$ cat config.mk
export PLATFORM = sky130hd
export DESIGN_NAME = clc_lock_ctrl
export DESIGN_NICKNAME = d
export VERILOG_FILES = /design/src/core/clc_unlock_pulse.v /design/src/core/clc_reset_sel.v /design/src/core/clc_lock_ctrl.v
export VERILOG_INCLUDE_DIRS = /design/src /design/src/core
export SDC_FILE = /design/constraint.sdc
export NUM_CORES = 1
export LEC_CHECK = 0
export BUFFER_PORTS_ARGS = -buffer_cell sky130_fd_sc_hd__buf_2
export CORE_MARGIN = 5
export CORE_UTILIZATION = 35
export DETAILED_ROUTE_END_ITERATION = 12
export HOLD_SLACK_MARGIN = 0.03
export PLACE_DENSITY = 0.75
export SETUP_SLACK_MARGIN = 0.15
export SLEW_MARGIN = 20
export SYNTH_ARGS = -nofsm -noshare
export SYNTH_HDL_FRONTEND = slang
export SYNTH_HIERARCHICAL = 1
export SYNTH_SLANG_ARGS = --single-unit
$ cat constraint.sdc
create_clock -name core_clk -period 1.4 [get_ports core_clk]
set_input_delay 0.21 -clock core_clk [delete_from_list [all_inputs] [get_ports core_clk]]
set_output_delay 0.21 -clock core_clk [all_outputs]
set_load 0.01 [all_outputs]
$ cat src/core/clc_regs.vh
// Purpose: Register map constants for the configuration lock control block
// Assumes: Included by the clc_ design files only
// Notes: Every offset, field position and reset value used in the logic lives here
//
// What this block does
// - Every bit of the lock control register reads zero after reset.
// - Bit 7 (lock hold) is write-one-to-set and only the standby power-up reset returns it to zero.
// - With the hold bit clear, main power-up, hardware and standby resets clear the governed locks; when set, only standby reset does.
// - The hold bit governs the pinmux, GPIO, fast-disable, clock, per-pin GPIO, extension bus, RAM, power-timer and sleep-encode locks.
// - Writing one to bit 6 clears the pin multiplexing lock.
// - Writing one to bit 5 clears the global GPIO lock and every per-pin GPIO lock.
// - Writing one to bit 4 clears the fast-disable lock.
// - Writing one to bit 3 clears the clock configuration lock.
// - Writing one to bit 2 clears the extension bus I/O map, memory map, zone and host-access locks.
// - Writing one to bit 1 clears every bit of the RAM lock register.
// - Writing one to bit 0 clears the power-timer reset lock and the sleep-state encoding lock.
// - Each unlock command bit acts as a one-shot and always reads back as zero.
// - Unlock commands clear their locks regardless of the hold bit.
`ifndef CLC_REGS_VH
`define CLC_REGS_VH

`define CLC_ADDR_W          8
`define CLC_DATA_W          8
`define CLC_CMD_W           7

`define CLC_LOCK_CTL_OFS    8'h02
`define CLC_LOCK_CTL_RST    8'h00
`define CLC_RD_IDLE         8'h00

`define CLC_BIT_HOLD        7
`define CLC_BIT_PINMUX      6
`define CLC_BIT_GPIO        5
`define CLC_BIT_FASTDIS     4
`define CLC_BIT_CLKCFG      3
`define CLC_BIT_EXTBUS      2
`define CLC_BIT_RAMLOCK     1
`define CLC_BIT_WAKECTL     0

`define CLC_CMD_LSB         0
`define CLC_CMD_MSB         6
`define CLC_CMD_IDLE        7'h00
`define CLC_CMD_RD_VAL      7'h00

`endif

$ cat src/core/clc_unlock_pulse.v
// Purpose: One-shot unlock command strobes for the seven unlock bits
// Assumes: Write strobe is already decoded to the lock control offset
// Notes: Command bits hold no state, so nothing is left to read back
`include "clc_regs.vh"

module clc_unlock_pulse #(
    parameter CMD_W = `CLC_CMD_W
) (
    // Clock and reset
    input  wire             core_clk,
    input  wire             rst,
    // Decoded write
    input  wire             wr_hit,
    input  wire [CMD_W-1:0] wr_cmd,
    // Strobes
    output wire [CMD_W-1:0] pulse
);

    reg [CMD_W-1:0] pulse_q;

    genvar i;
    generate
        for (i = 0; i < CMD_W; i = i + 1)
        begin : g_cmd
            always @(posedge core_clk)
            begin
                if (rst)
                    pulse_q[i] <= 1'b0;
                else
                    pulse_q[i] <= wr_hit & wr_cmd[i];
            end
        end
    endgenerate

    assign pulse = pulse_q;

endmodule // clc_unlock_pulse

$ cat src/core/clc_reset_sel.v
// Purpose: Lock hold bit and choice of which resets clear the governed locks
// Assumes: rst is the standby power-up reset; main_por and hw_rst are levels
// Notes: The hold bit lives on standby power, so main-side resets never touch it
module clc_reset_sel (
    // Clock and reset
    input  wire core_clk,
    input  wire rst,
    // Write of the hold bit
    input  wire wr_hit,
    input  wire wr_hold,
    // Main-side resets
    input  wire main_por,
    input  wire hw_rst,
    // State
    output wire lock_hold_standby,
    output wire reset_clr
);

    reg hold_q;
    reg hold_d;
    reg reset_clr_q;

    always @*
    begin
        hold_d = hold_q | (wr_hit & wr_hold);
    end

    always @(posedge core_clk)
    begin
        if (rst)
        begin
            hold_q      <= 1'b0;
            // Standby reset always clears everything
            reset_clr_q <= 1'b1;
        end
        else
        begin
            hold_q      <= hold_d;
            reset_clr_q <= (main_por | hw_rst) & ~hold_q;
        end
    end

    assign lock_hold_standby = hold_q;
    assign reset_clr         = reset_clr_q;

endmodule // clc_reset_sel

$ cat src/core/clc_lock_ctrl.v
// Purpose: Standby-powered lock control register and clear strobes to lock owners
// Assumes: Serial management bus front end presents decoded byte reads and writes
// Notes: Lock bits live in their owning units; this block only tells them when to clear
`include "clc_regs.vh"

module clc_lock_ctrl #(
    parameter ADDR_W = `CLC_ADDR_W,
    parameter DATA_W = `CLC_DATA_W
) (
    // Clock and standby power-up reset
    input  wire              core_clk,
    input  wire              rst,
    // Main-side reset sources
    input  wire              main_por,
    input  wire              hw_rst,
    // Register access from the serial bus slave
    input  wire [ADDR_W-1:0] reg_addr,
    input  wire              reg_wr,
    input  wire              reg_rd,
    input  wire [DATA_W-1:0] reg_wdata,
    output wire [DATA_W-1:0] reg_rdata,
    output wire              reg_rvalid,
    // Hold state
    output wire              lock_hold_standby,
    // Clear strobes, multiplexing and GPIO
    output wire              pinmux_cfg_lock_clr,
    output wire              gpio_global_lock_clr,
    output wire              gpio_pin_lock_clr,
    // Clear strobes, fast disable and clock
    output wire              fastdis_lock_clr,
    output wire              clk_cfg_lock_clr,
    // Clear strobes, extension bus
    output wire              extbus_io_map_lock_clr,
    output wire              extbus_mem_map_lock_clr,
    output wire              extbus_zone_lock_clr,
    output wire              extbus_host_access_lock_clr,
    // Clear strobes, RAM lock register
    output wire              ram_lock_reg_clr,
    // Clear strobes, wake control unit
    output wire              power_timer_reset_lock_clr,
    output wire              sleep_encode_lock_clr
);

    // Address decode, shared by read and write paths
    function addr_is_lock_ctl;
        input [ADDR_W-1:0] addr;
        begin
            addr_is_lock_ctl = (addr == `CLC_LOCK_CTL_OFS);
        end
    endfunction

    wire                  wr_hit;
    wire                  rd_hit;
    wire [`CLC_CMD_W-1:0] unlock_pulse;
    wire                  reset_clr;
    wire                  hold;

    reg  [DATA_W-1:0]     rdata_q;
    reg  [DATA_W-1:0]     rdata_d;
    reg                   rvalid_q;

    assign wr_hit = reg_wr & addr_is_lock_ctl(reg_addr);
    assign rd_hit = reg_rd & addr_is_lock_ctl(reg_addr);

    clc_reset_sel u_reset_sel (
        .core_clk          (core_clk),
        .rst               (rst),
        .wr_hit            (wr_hit),
        .wr_hold           (reg_wdata[`CLC_BIT_HOLD]),
        .main_por          (main_por),
        .hw_rst            (hw_rst),
        .lock_hold_standby (hold),
        .reset_clr         (reset_clr)
    );

    clc_unlock_pulse #(
        .CMD_W (`CLC_CMD_W)
    ) u_unlock_pulse (
        .core_clk (core_clk),
        .rst      (rst),
        .wr_hit   (wr_hit),
        .wr_cmd   (reg_wdata[`CLC_CMD_MSB:`CLC_CMD_LSB]),
        .pulse    (unlock_pulse)
    );

    // Read path; command bits never hold a value, unmapped reads give zero
    always @*
    begin
        rdata_d = `CLC_RD_IDLE;
        if (rd_hit)
        begin
            rdata_d = {hold, `CLC_CMD_RD_VAL};
        end
    end

    always @(posedge core_clk)
    begin
        if (rst)
        begin
            rdata_q  <= `CLC_LOCK_CTL_RST;
            rvalid_q <= 1'b0;
        end
        else
        begin
            rdata_q  <= rdata_d;
            rvalid_q <= reg_rd;
        end
    end

    assign reg_rdata         = rdata_q;
    assign reg_rvalid        = rvalid_q;
    assign lock_hold_standby = hold;

    // Unlock strobes OR the reset clear; commands bypass the hold bit
    assign pinmux_cfg_lock_clr         = unlock_pulse[`CLC_BIT_PINMUX]  | reset_clr;
    assign gpio_global_lock_clr        = unlock_pulse[`CLC_BIT_GPIO]    | reset_clr;
    assign gpio_pin_lock_clr           = unlock_pulse[`CLC_BIT_GPIO]    | reset_clr;
    assign fastdis_lock_clr            = unlock_pulse[`CLC_BIT_FASTDIS] | reset_clr;
    assign clk_cfg_lock_clr            = unlock_pulse[`CLC_BIT_CLKCFG]  | reset_clr;
    assign extbus_io_map_lock_clr      = unlock_pulse[`CLC_BIT_EXTBUS]  | reset_clr;
    assign extbus_mem_map_lock_clr     = unlock_pulse[`CLC_BIT_EXTBUS]  | reset_clr;
    assign extbus_zone_lock_clr        = unlock_pulse[`CLC_BIT_EXTBUS]  | reset_clr;
    assign extbus_host_access_lock_clr = unlock_pulse[`CLC_BIT_EXTBUS]  | reset_clr;
    assign ram_lock_reg_clr            = unlock_pulse[`CLC_BIT_RAMLOCK] | reset_clr;
    assign power_timer_reset_lock_clr  = unlock_pulse[`CLC_BIT_WAKECTL] | reset_clr;
    assign sleep_encode_lock_clr       = unlock_pulse[`CLC_BIT_WAKECTL] | reset_clr;

endmodule // clc_lock_ctrl

---- After elaboration in Yosys (flattened, before gate mapping) ----
Cells that the tools add are included.
storage, ports and cells
  output and inout port bits .............. 22
  logic and storage cells ................. 36
  register bits ........................... 18
cells by class
  eq/ne operators ......................... 1
  reductions and logical operators ........ 1
  bitwise operators ....................... 22
operator list
  operator            number
  $and 1x1->1         11
  $or 1x1->1          9
  $eq 8x2->1 const B  1
  $not 1->1           2
  $reduce_or 2->1     1

---- Depth between registers and ports, before layout ----
Gate-level depths: netlist of the first run.
  depth after elaboration ................. 4
  depth in mapped cells ................... 4
  mapped depth without buffers ............ 4

---- Hierarchy ----
The synthesis of the first run kept the hierarchy.
modules (own cells, without submodules)
  module            area each (sq um)  times used  seq. area each (sq um)  cells an instance
  clc_lock_ctrl     240.2              1           40.0                    29
  clc_unlock_pulse  201.4              1           140.1                   14
  clc_reset_sel     60.1               1           40.0                    6

---- Worst setup path before layout of the first run ----
Ideal clock, no wire load.
  path type ............................... input-to-reg
  start ................................... in reg_addr[5]
  end ..................................... reg u_unlock_pulse.pulse_q[0], in the netlist u_unlock_pulse/pulse[0]
  path buffers ............................ 0
  cell stages on the path ................. 3
  arrival time ............................ 1,203 ps
  setup slack ............................. 137 ps
  setup time .............................. 60 ps
  cells stage by stage .................... or4_4 > nor3_2 > and3b_1
between the ends
  cells in the longest elaborated chain, start to end .. 3
RTL lines
  item                           line                   text
  start, declared                clc_lock_ctrl.v:17     input wire [ADDR_W-1:0] reg_addr,
  $eq 8x2->1 (no source line)    -
  $and 1x1->1                    clc_lock_ctrl.v:62     assign wr_hit = reg_wr & addr_is_lock_ctl(reg_addr);
  via wr_hit                     clc_lock_ctrl.v:52     wire wr_hit;
  $and 1x1->1                    clc_unlock_pulse.v:30  pulse_q[i] <= wr_hit & wr_cmd[i];
  end signal, assigned by index  clc_unlock_pulse.v:30
  end, declared                  clc_unlock_pulse.v:19  reg [CMD_W-1:0] pulse_q;
The timed path passes the listed nets, and every way through them passes these cells.
A chain may end at the register's enable or synchronous reset.

---- Final worst setup path of the first run ----
  start ................................... reg u_reset_sel.reset_clr_q, in the netlist u_reset_sel/reset_clr
  end ..................................... out gpio_global_lock_clr
between the ends
  cells in the longest elaborated chain, start to end .. 1
RTL lines
  item                    line                 text
  start, declared         clc_reset_sel.v:21   reg reset_clr_q;
  start signal, assigned  clc_reset_sel.v:39   reset_clr_q <= (main_por | hw_rst) & ~hold_q;
  $or 1x1->1              clc_lock_ctrl.v:116  assign gpio_global_lock_clr = unlock_pulse[`CLC_BIT_GPIO] | reset_clr;
  end, declared           clc_lock_ctrl.v:27   output wire gpio_global_lock_clr,
No other way between the ends.

==> results.yml, run 1 <==
sta:
  clock_skew_ns: 0.0000514
  fin_ws_ns: 0.152
  drv_slew: 0
  clock.fmax_mhz: 802
  post-route-min-period_ns: 1.25
  rsz0062_at_grt: "yes"
  setup_viol: 0
  hold_ws_ns: 0.176
  fin_crit_sh_pct: 89.1
  finalHoldViolCount: 0
placement:
  post-place-ws_ns: -0.0144
  port_buffers: 36
  postPlaceCellArea_sq_um: 639
  globalplace.congestion: 0.643
synth:
  yosysSeqAreaShare_pct: 43.9
  muxShareOfSynthArea_pct: 0
  avgSynthCellArea_sq_um: 10.2
  synth-adder-area-share_pct: 0
  synthXorXnorAreaFrac_pct: 0
  synth_compound_area_share_pct: 2.49
  ys_types: 15
  synth_top_family_by_area: "simple AND/OR/NAND/NOR gates"
  yosysWarnings: 6
  syn_area_sq_um: 502
  synth_simple_gate_area_share_pct: 34.2
  ys_ff_latch: 11
  synthCells: 49
setup_path:
  worstPathRequired_ns: 1.19
  r2r_start: "u_reset_sel/lock_hold_standby$_SDFF_PP0_"
  worstPathMaxFanout: 7
  cp.depth: 2
  r2r_end: "reg_rdata[7]$_SDFF_PP0_"
  critPathLaunchType: "flop"
  crit_path_end_kind: "output port"
  worstSetupStartpoint: "u_reset_sel/reset_clr$_SDFF_PP1_"
  cp-endpoint: "gpio_global_lock_clr"
  cp.arrival_ns: 1.04
  slowest_delay_ns: 0.34
  path_cells: "or2_2 > buf_2"
  r2r_slack_ns: 0.75
  r2r_cells: 2
  crit_type: "flop to output port"
  crit_path_top_delay_cell: "dfxtp_2"
  crit_family: "flip-flops"
  cp.buffers_inverters: 1
clocking:
  insertion_delay_ns: 0.26
  cts_root_buffer: "clkbuf_4"
  clkTransAtPathRegs_ns: 0.07
  numCtsBuffers: 3
  cts_setup_buffers: 0
  htreeDepth: 1
  cts_buffer_depth: 2
  clock-sinks: 11
  cts_tree: "yes"
floorplanning:
  rows: 13
  ios: 44
  initial_core_util_pct: 37.6
  die_w_um: 47.9
  chipHeight_um: 47.9
  core_region_area_sq_um: 1330
  dieArea_sq_um: 2290
drt:
  drt_iter0_drc: 0
  drt_pass1_iterations: 1
  antenna_left: 0
  route.vias.total: 414
  vias_per_cell: 4.22
  wire_per_inst_um: 10.2
  drc_errors: 0
  drt_wl_total_um: 995
layout:
  fin_area_sq_um: 682
  layout_commonest_cell: "buf_2"
  fill_cells: 150
  num_antenna_cells: 0
  final_cell_mix: "buf_2 (34), dfxtp_1 (10), conb_1 (7), and3b_1 (7)"
  fin_util_pct: 51.1
  register_area_sq_um: 221
  post_route_cells_drive_above_1_share_pct: 57.8
  syn_to_final_growth_pct: 35.9
  multi_input_area_sq_um: 219
  num-nets-final: 106
power:
  power_density_nw_per_um2: 885
  leakage_nw: 0.360
  comb_power_share_pct: 14.0
  ir_drop_mv: 0.685
  swShare_pct: 22.1
  clkPwrFrac_pct: 33.4
  intPower_mw: 0.470
  switching_power_mw: 0.133
  power.share.sequential_pct: 52.6
global_routing:
  grt_usage_pct: 9.33
  grt_pass1_vias: 369
  grt_pass1_wl_mm: 1.47
  grt_overflow_total: 0
  antenna_found_initial: 0
  grt_start_max_net_pins: 12
status:
  status: "finished clean"
worst_hold_path:
  min_path_cells: 2
  worstHoldPathType: "primary input to flop"
flow_run:
  maxCapViolCount: 0
logic make-up (layout without fill, tap and decap cells):
group                  Yosys count  after routing
flip-flops                      11             11
buffers and inverters           13             41
AO/OA/AOI/OAI                    2              2
other                            1              7
AND/OR/NAND/NOR                 22             22
worst reg2reg max path: stages, from the launching register on:
cell and delay, ns:
dfxtp_1 0.38, nand3b_1 0.11, nor3_2 0.10
layer usage:
metal	track usage, %	vias to the layer above	part of all wire, %
met3	7.52	2	21
met5	0	-	0
met2	16.1	34	43
li1	-	211	-
met4	1.61	0	0.90
met1	8.72	167	35
worst min-delay path by stage:
| stage | start | endpoint |
|---|---|---|
| after global routing | reg_wdata[7] | u_reset_sel/lock_hold_standby$_SDFF_PP0_ |
| after detailed placement | reg_wdata[7] | u_reset_sel/lock_hold_standby$_SDFF_PP0_ |
| after floorplan | rst | reg_rvalid$_SDFF_PP0_ |
| after global placement | reg_wdata[7] | u_reset_sel/lock_hold_standby$_SDFF_PP0_ |
| final | reg_rd | reg_rvalid$_SDFF_PP0_ |
| after CTS | reg_wdata[7] | u_reset_sel/lock_hold_standby$_SDFF_PP0_ |
power groups by stage:
stage / combinational [mW] / clock [mW] / sequential (mW)
finish: 0.0843 / 0.202 / 0.318
global route: 0.0934 / 0.225 / 0.318
CTS: 0.0849 / 0.211 / 0.318
detailed placement: 0.0810 / 0 / 0.325
global placement: 0.0792 / 0 / 0.324
floorplan: 0.0561 / 0 / 0.325
synthesized netlist by cell type (all sizes together):
library cell  count  area, sq um
buf              12         90.1
conb              1         3.75
a21oi             1         5.00
or2               7         43.8
inv               1         3.75
dfxtp            11          220
or4b              1         13.8
o21bai            1         7.51
nor2              2         7.51
and3b             7         61.3
or4               1         11.3
nor2b             1         6.26
nor3              2         20.0
nand3b            1         7.51
final cells by class:
cell class	count	area share (%)
clock buffers	4	3.85
inverters	1	0.550
multi-input cells	31	32.1
flip-flops and latches	11	32.5
well taps	15	2.75
repair buffers	36	28.3
state kept, by name (all words and copies together) (netlist names):
register                       count
u_reset_sel/lock_hold_standby      1
reg_rvalid                         1
reg_rdata                          1
u_reset_sel/reset_clr              1
u_unlock_pulse/pulse               7
through the flow:
step | total power, mW | TNS [ns] | std cells
after floorplan | 0.381 | 0 | 55
after global placement | 0.404 | 0 | 94
after detailed placement | 0.406 | -0.0616 | 94
after CTS | 0.614 | 0 | 98
after global routing | 0.637 | 0 | 98
final | 0.604 | 0 | 98
timing repair:
item	4_1_cts	5_1_grt
resized for setup	4	0
setup endpoints to repair	9	8
hold buffers	0	0
gates cloned	0	0
(Power assumes the default switching activity.)
==> inputs of run 2 (changes only) <==
- SLEW_MARGIN: 20 -> 15
- clock period: 1.4 -> 1.3 ns (I/O delays scaled with it)
==> run 2 against run 1 <==
  * Via count increased by 3.4%
  * Non-clock buffer count rose by 2
  * Register-to-register slack lost 0.08 ns
  * Power up 9.6%
  * Cell area is 11% higher
  * Routed wire length is 2.3% lower
  * Count of clock-buffer cells in the layout unchanged
  * Clock skew increased by 0.0027 ns
  * First-iteration DRC count did not move
  * Global-route usage shrank 0.78 points
  * Cell count rose by 2.0%
  * Die area did not move
  * Critical endpoint is now extbus_mem_map_lock_clr
  * Largest cell class is now non-clock buffers
==> results.yml, run 2 (synthesis gave the netlist of run 1 again) <==
layout:
  final_cell_mix: "buf_2 (26), buf_6 (10), dfxtp_1 (10), conb_1 (7), and3b_1 (7)"
  num-nets-final: 108
  fin_area_sq_um: 757
  syn_to_final_growth_pct: 50.9
  largest_reg_flops: 7
  multi_input_area_sq_um: 226
  register_area_sq_um: 224
  post_route_cells_drive_above_1_share_pct: 58.8
  num_antenna_cells: 0
  fin_util_pct: 56.8
  fill_cells: 140
  layout_commonest_cell: "buf_2"
floorplanning:
  initial_core_util_pct: 37.6
  core_region_area_sq_um: 1330
  dieArea_sq_um: 2290
  die_w_um: 47.9
  chipHeight_um: 47.9
  rows: 13
  ios: 44
power:
  comb_power_share_pct: 16.2
  p_total_mw: 0.662
  power_density_nw_per_um2: 874
  power.share.sequential_pct: 51.5
  ir_drop_mv: 0.621
  leakage_nw: 0.400
  switching_power_mw: 0.142
  clkPwrFrac_pct: 32.2
  intPower_mw: 0.520
  swShare_pct: 21.4
global_routing:
  grt_start_max_net_pins: 12
  grt_overflow_total: 0
  grt_pass1_wl_mm: 1.41
  grt_usage_pct: 8.55
  grt_pass1_vias: 382
  antenna_found_initial: 0
clocking:
  clkTransAtPathRegs_ns: 0.07
  clock-sinks: 11
  insertion_delay_ns: 0.25
  cts_buffer_depth: 2
  numCtsBuffers: 3
  cts_root_buffer: "clkbuf_4"
  htreeDepth: 1
  cts_tree: "yes"
drt:
  drc_errors: 0
  route.vias.total: 428
  drt_pass1_iterations: 1
  drt_iter0_drc: 0
  wire_per_inst_um: 9.72
  antenna_left: 0
  drt_wl_total_um: 972
  vias_per_cell: 4.28
worst_hold_path:
  worstHoldPathType: "primary input to flop"
sta:
  clock_skew_ns: 0.00278
  post-route-min-period_ns: 1.19
  rsz0062_at_grt: "yes"
  finalHoldViolCount: 0
  drv_slew: 0
  tns_ns: 0
  hold_ws_ns: 0.177
  fin_crit_sh_pct: 91.6
  setup_viol: 0
  clock.fmax_mhz: 840
status:
  status: "finished clean"
setup_path:
  crit_path_end_kind: "output port"
  critPathLaunchType: "flop"
  path_cells: "or2_4 > buf_6"
  crit_type: "flop to output port"
  slowest_delay_ns: 0.36
  worstPathRequired_ns: 1.11
  cp.buffers_inverters: 1
  crit_path_top_delay_cell: "dfxtp_4"
  cp.arrival_ns: 1.00
  crit_family: "flip-flops"
  worstPathMaxFanout: 7
placement:
  port_buffers: 36
  globalplace.congestion: 0.624
  postPlaceCellArea_sq_um: 647
flow_run:
  maxCapViolCount: 0
[run 2: cell count changes in the layout (fill, tap and decap cells not counted), sizes merged]
cell and change:
buf +2
[run 2: path summary, 6_finish.rpt]
kind                                                          startpoint                                        to  slack (ns)  cells after the start
worst min-delay path                                        reg_wdata[7]  u_reset_sel/lock_hold_standby$_SDFF_PP0_        0.18                      3
worst max register to register  u_reset_sel/lock_hold_standby$_SDFF_PP0_                   reg_rdata[7]$_SDFF_PP0_        0.67                      2
worst min register to register  u_reset_sel/lock_hold_standby$_SDFF_PP0_          u_reset_sel/reset_clr$_SDFF_PP1_        0.49                      1
worst max-delay path                    u_reset_sel/reset_clr$_SDFF_PP1_                   extbus_mem_map_lock_clr        0.11                      2
[run 2: power groups by stage]
stage / registers (mW) / logic [mW] / clock network [mW]
floorplan: 0.350 / 0.0604 / 0
global placement: 0.350 / 0.0861 / 0
detailed placement: 0.350 / 0.0875 / 0
CTS: 0.341 / 0.105 / 0.221
global route: 0.341 / 0.118 / 0.240
finish: 0.341 / 0.107 / 0.213
[run 2: metal layers]
metal | vias up | global-route usage [%] | part of all wire, %
met5 | - | 0 | 0
met2 | 35 | 15.3 | 48
met3 | 2 | 3.38 | 19
li1 | 217 | - | -
met4 | 0 | 1.61 | 0.62
met1 | 174 | 9.56 | 33
[run 2: area by class of cell]
| class | instances | share of cell area, % |
|---|---|---|
| clock buffer | 4 | 3.47 |
| inverter | 1 | 0.496 |
| tap | 15 | 2.48 |
| sequential | 11 | 29.6 |
| multi-input combinational | 31 | 29.9 |
| timing repair buffer | 38 | 34.0 |
[run 2: worst reg2reg max path, cell delays in order, from the launching register on]
cell and delay [ns]:
dfxtp_1 0.37, nand3b_1 0.10, nor3_2 0.10
[run 2: timing repair]
action,CTS,global route
gates resized for setup,15,1
hold buffers,0,0
pin swaps,5,10
setup endpoints to repair,12,20
setup buffers,0,1
[run 2: per-stage QoR]
stage | cells | worst slack [ns]
CTS | 99 | 0.101
finish | 100 | 0.109
floorplan | 55 | 0.0995
global route | 100 | 0.0670
global placement | 95 | -0.0542
detailed placement | 95 | -0.102
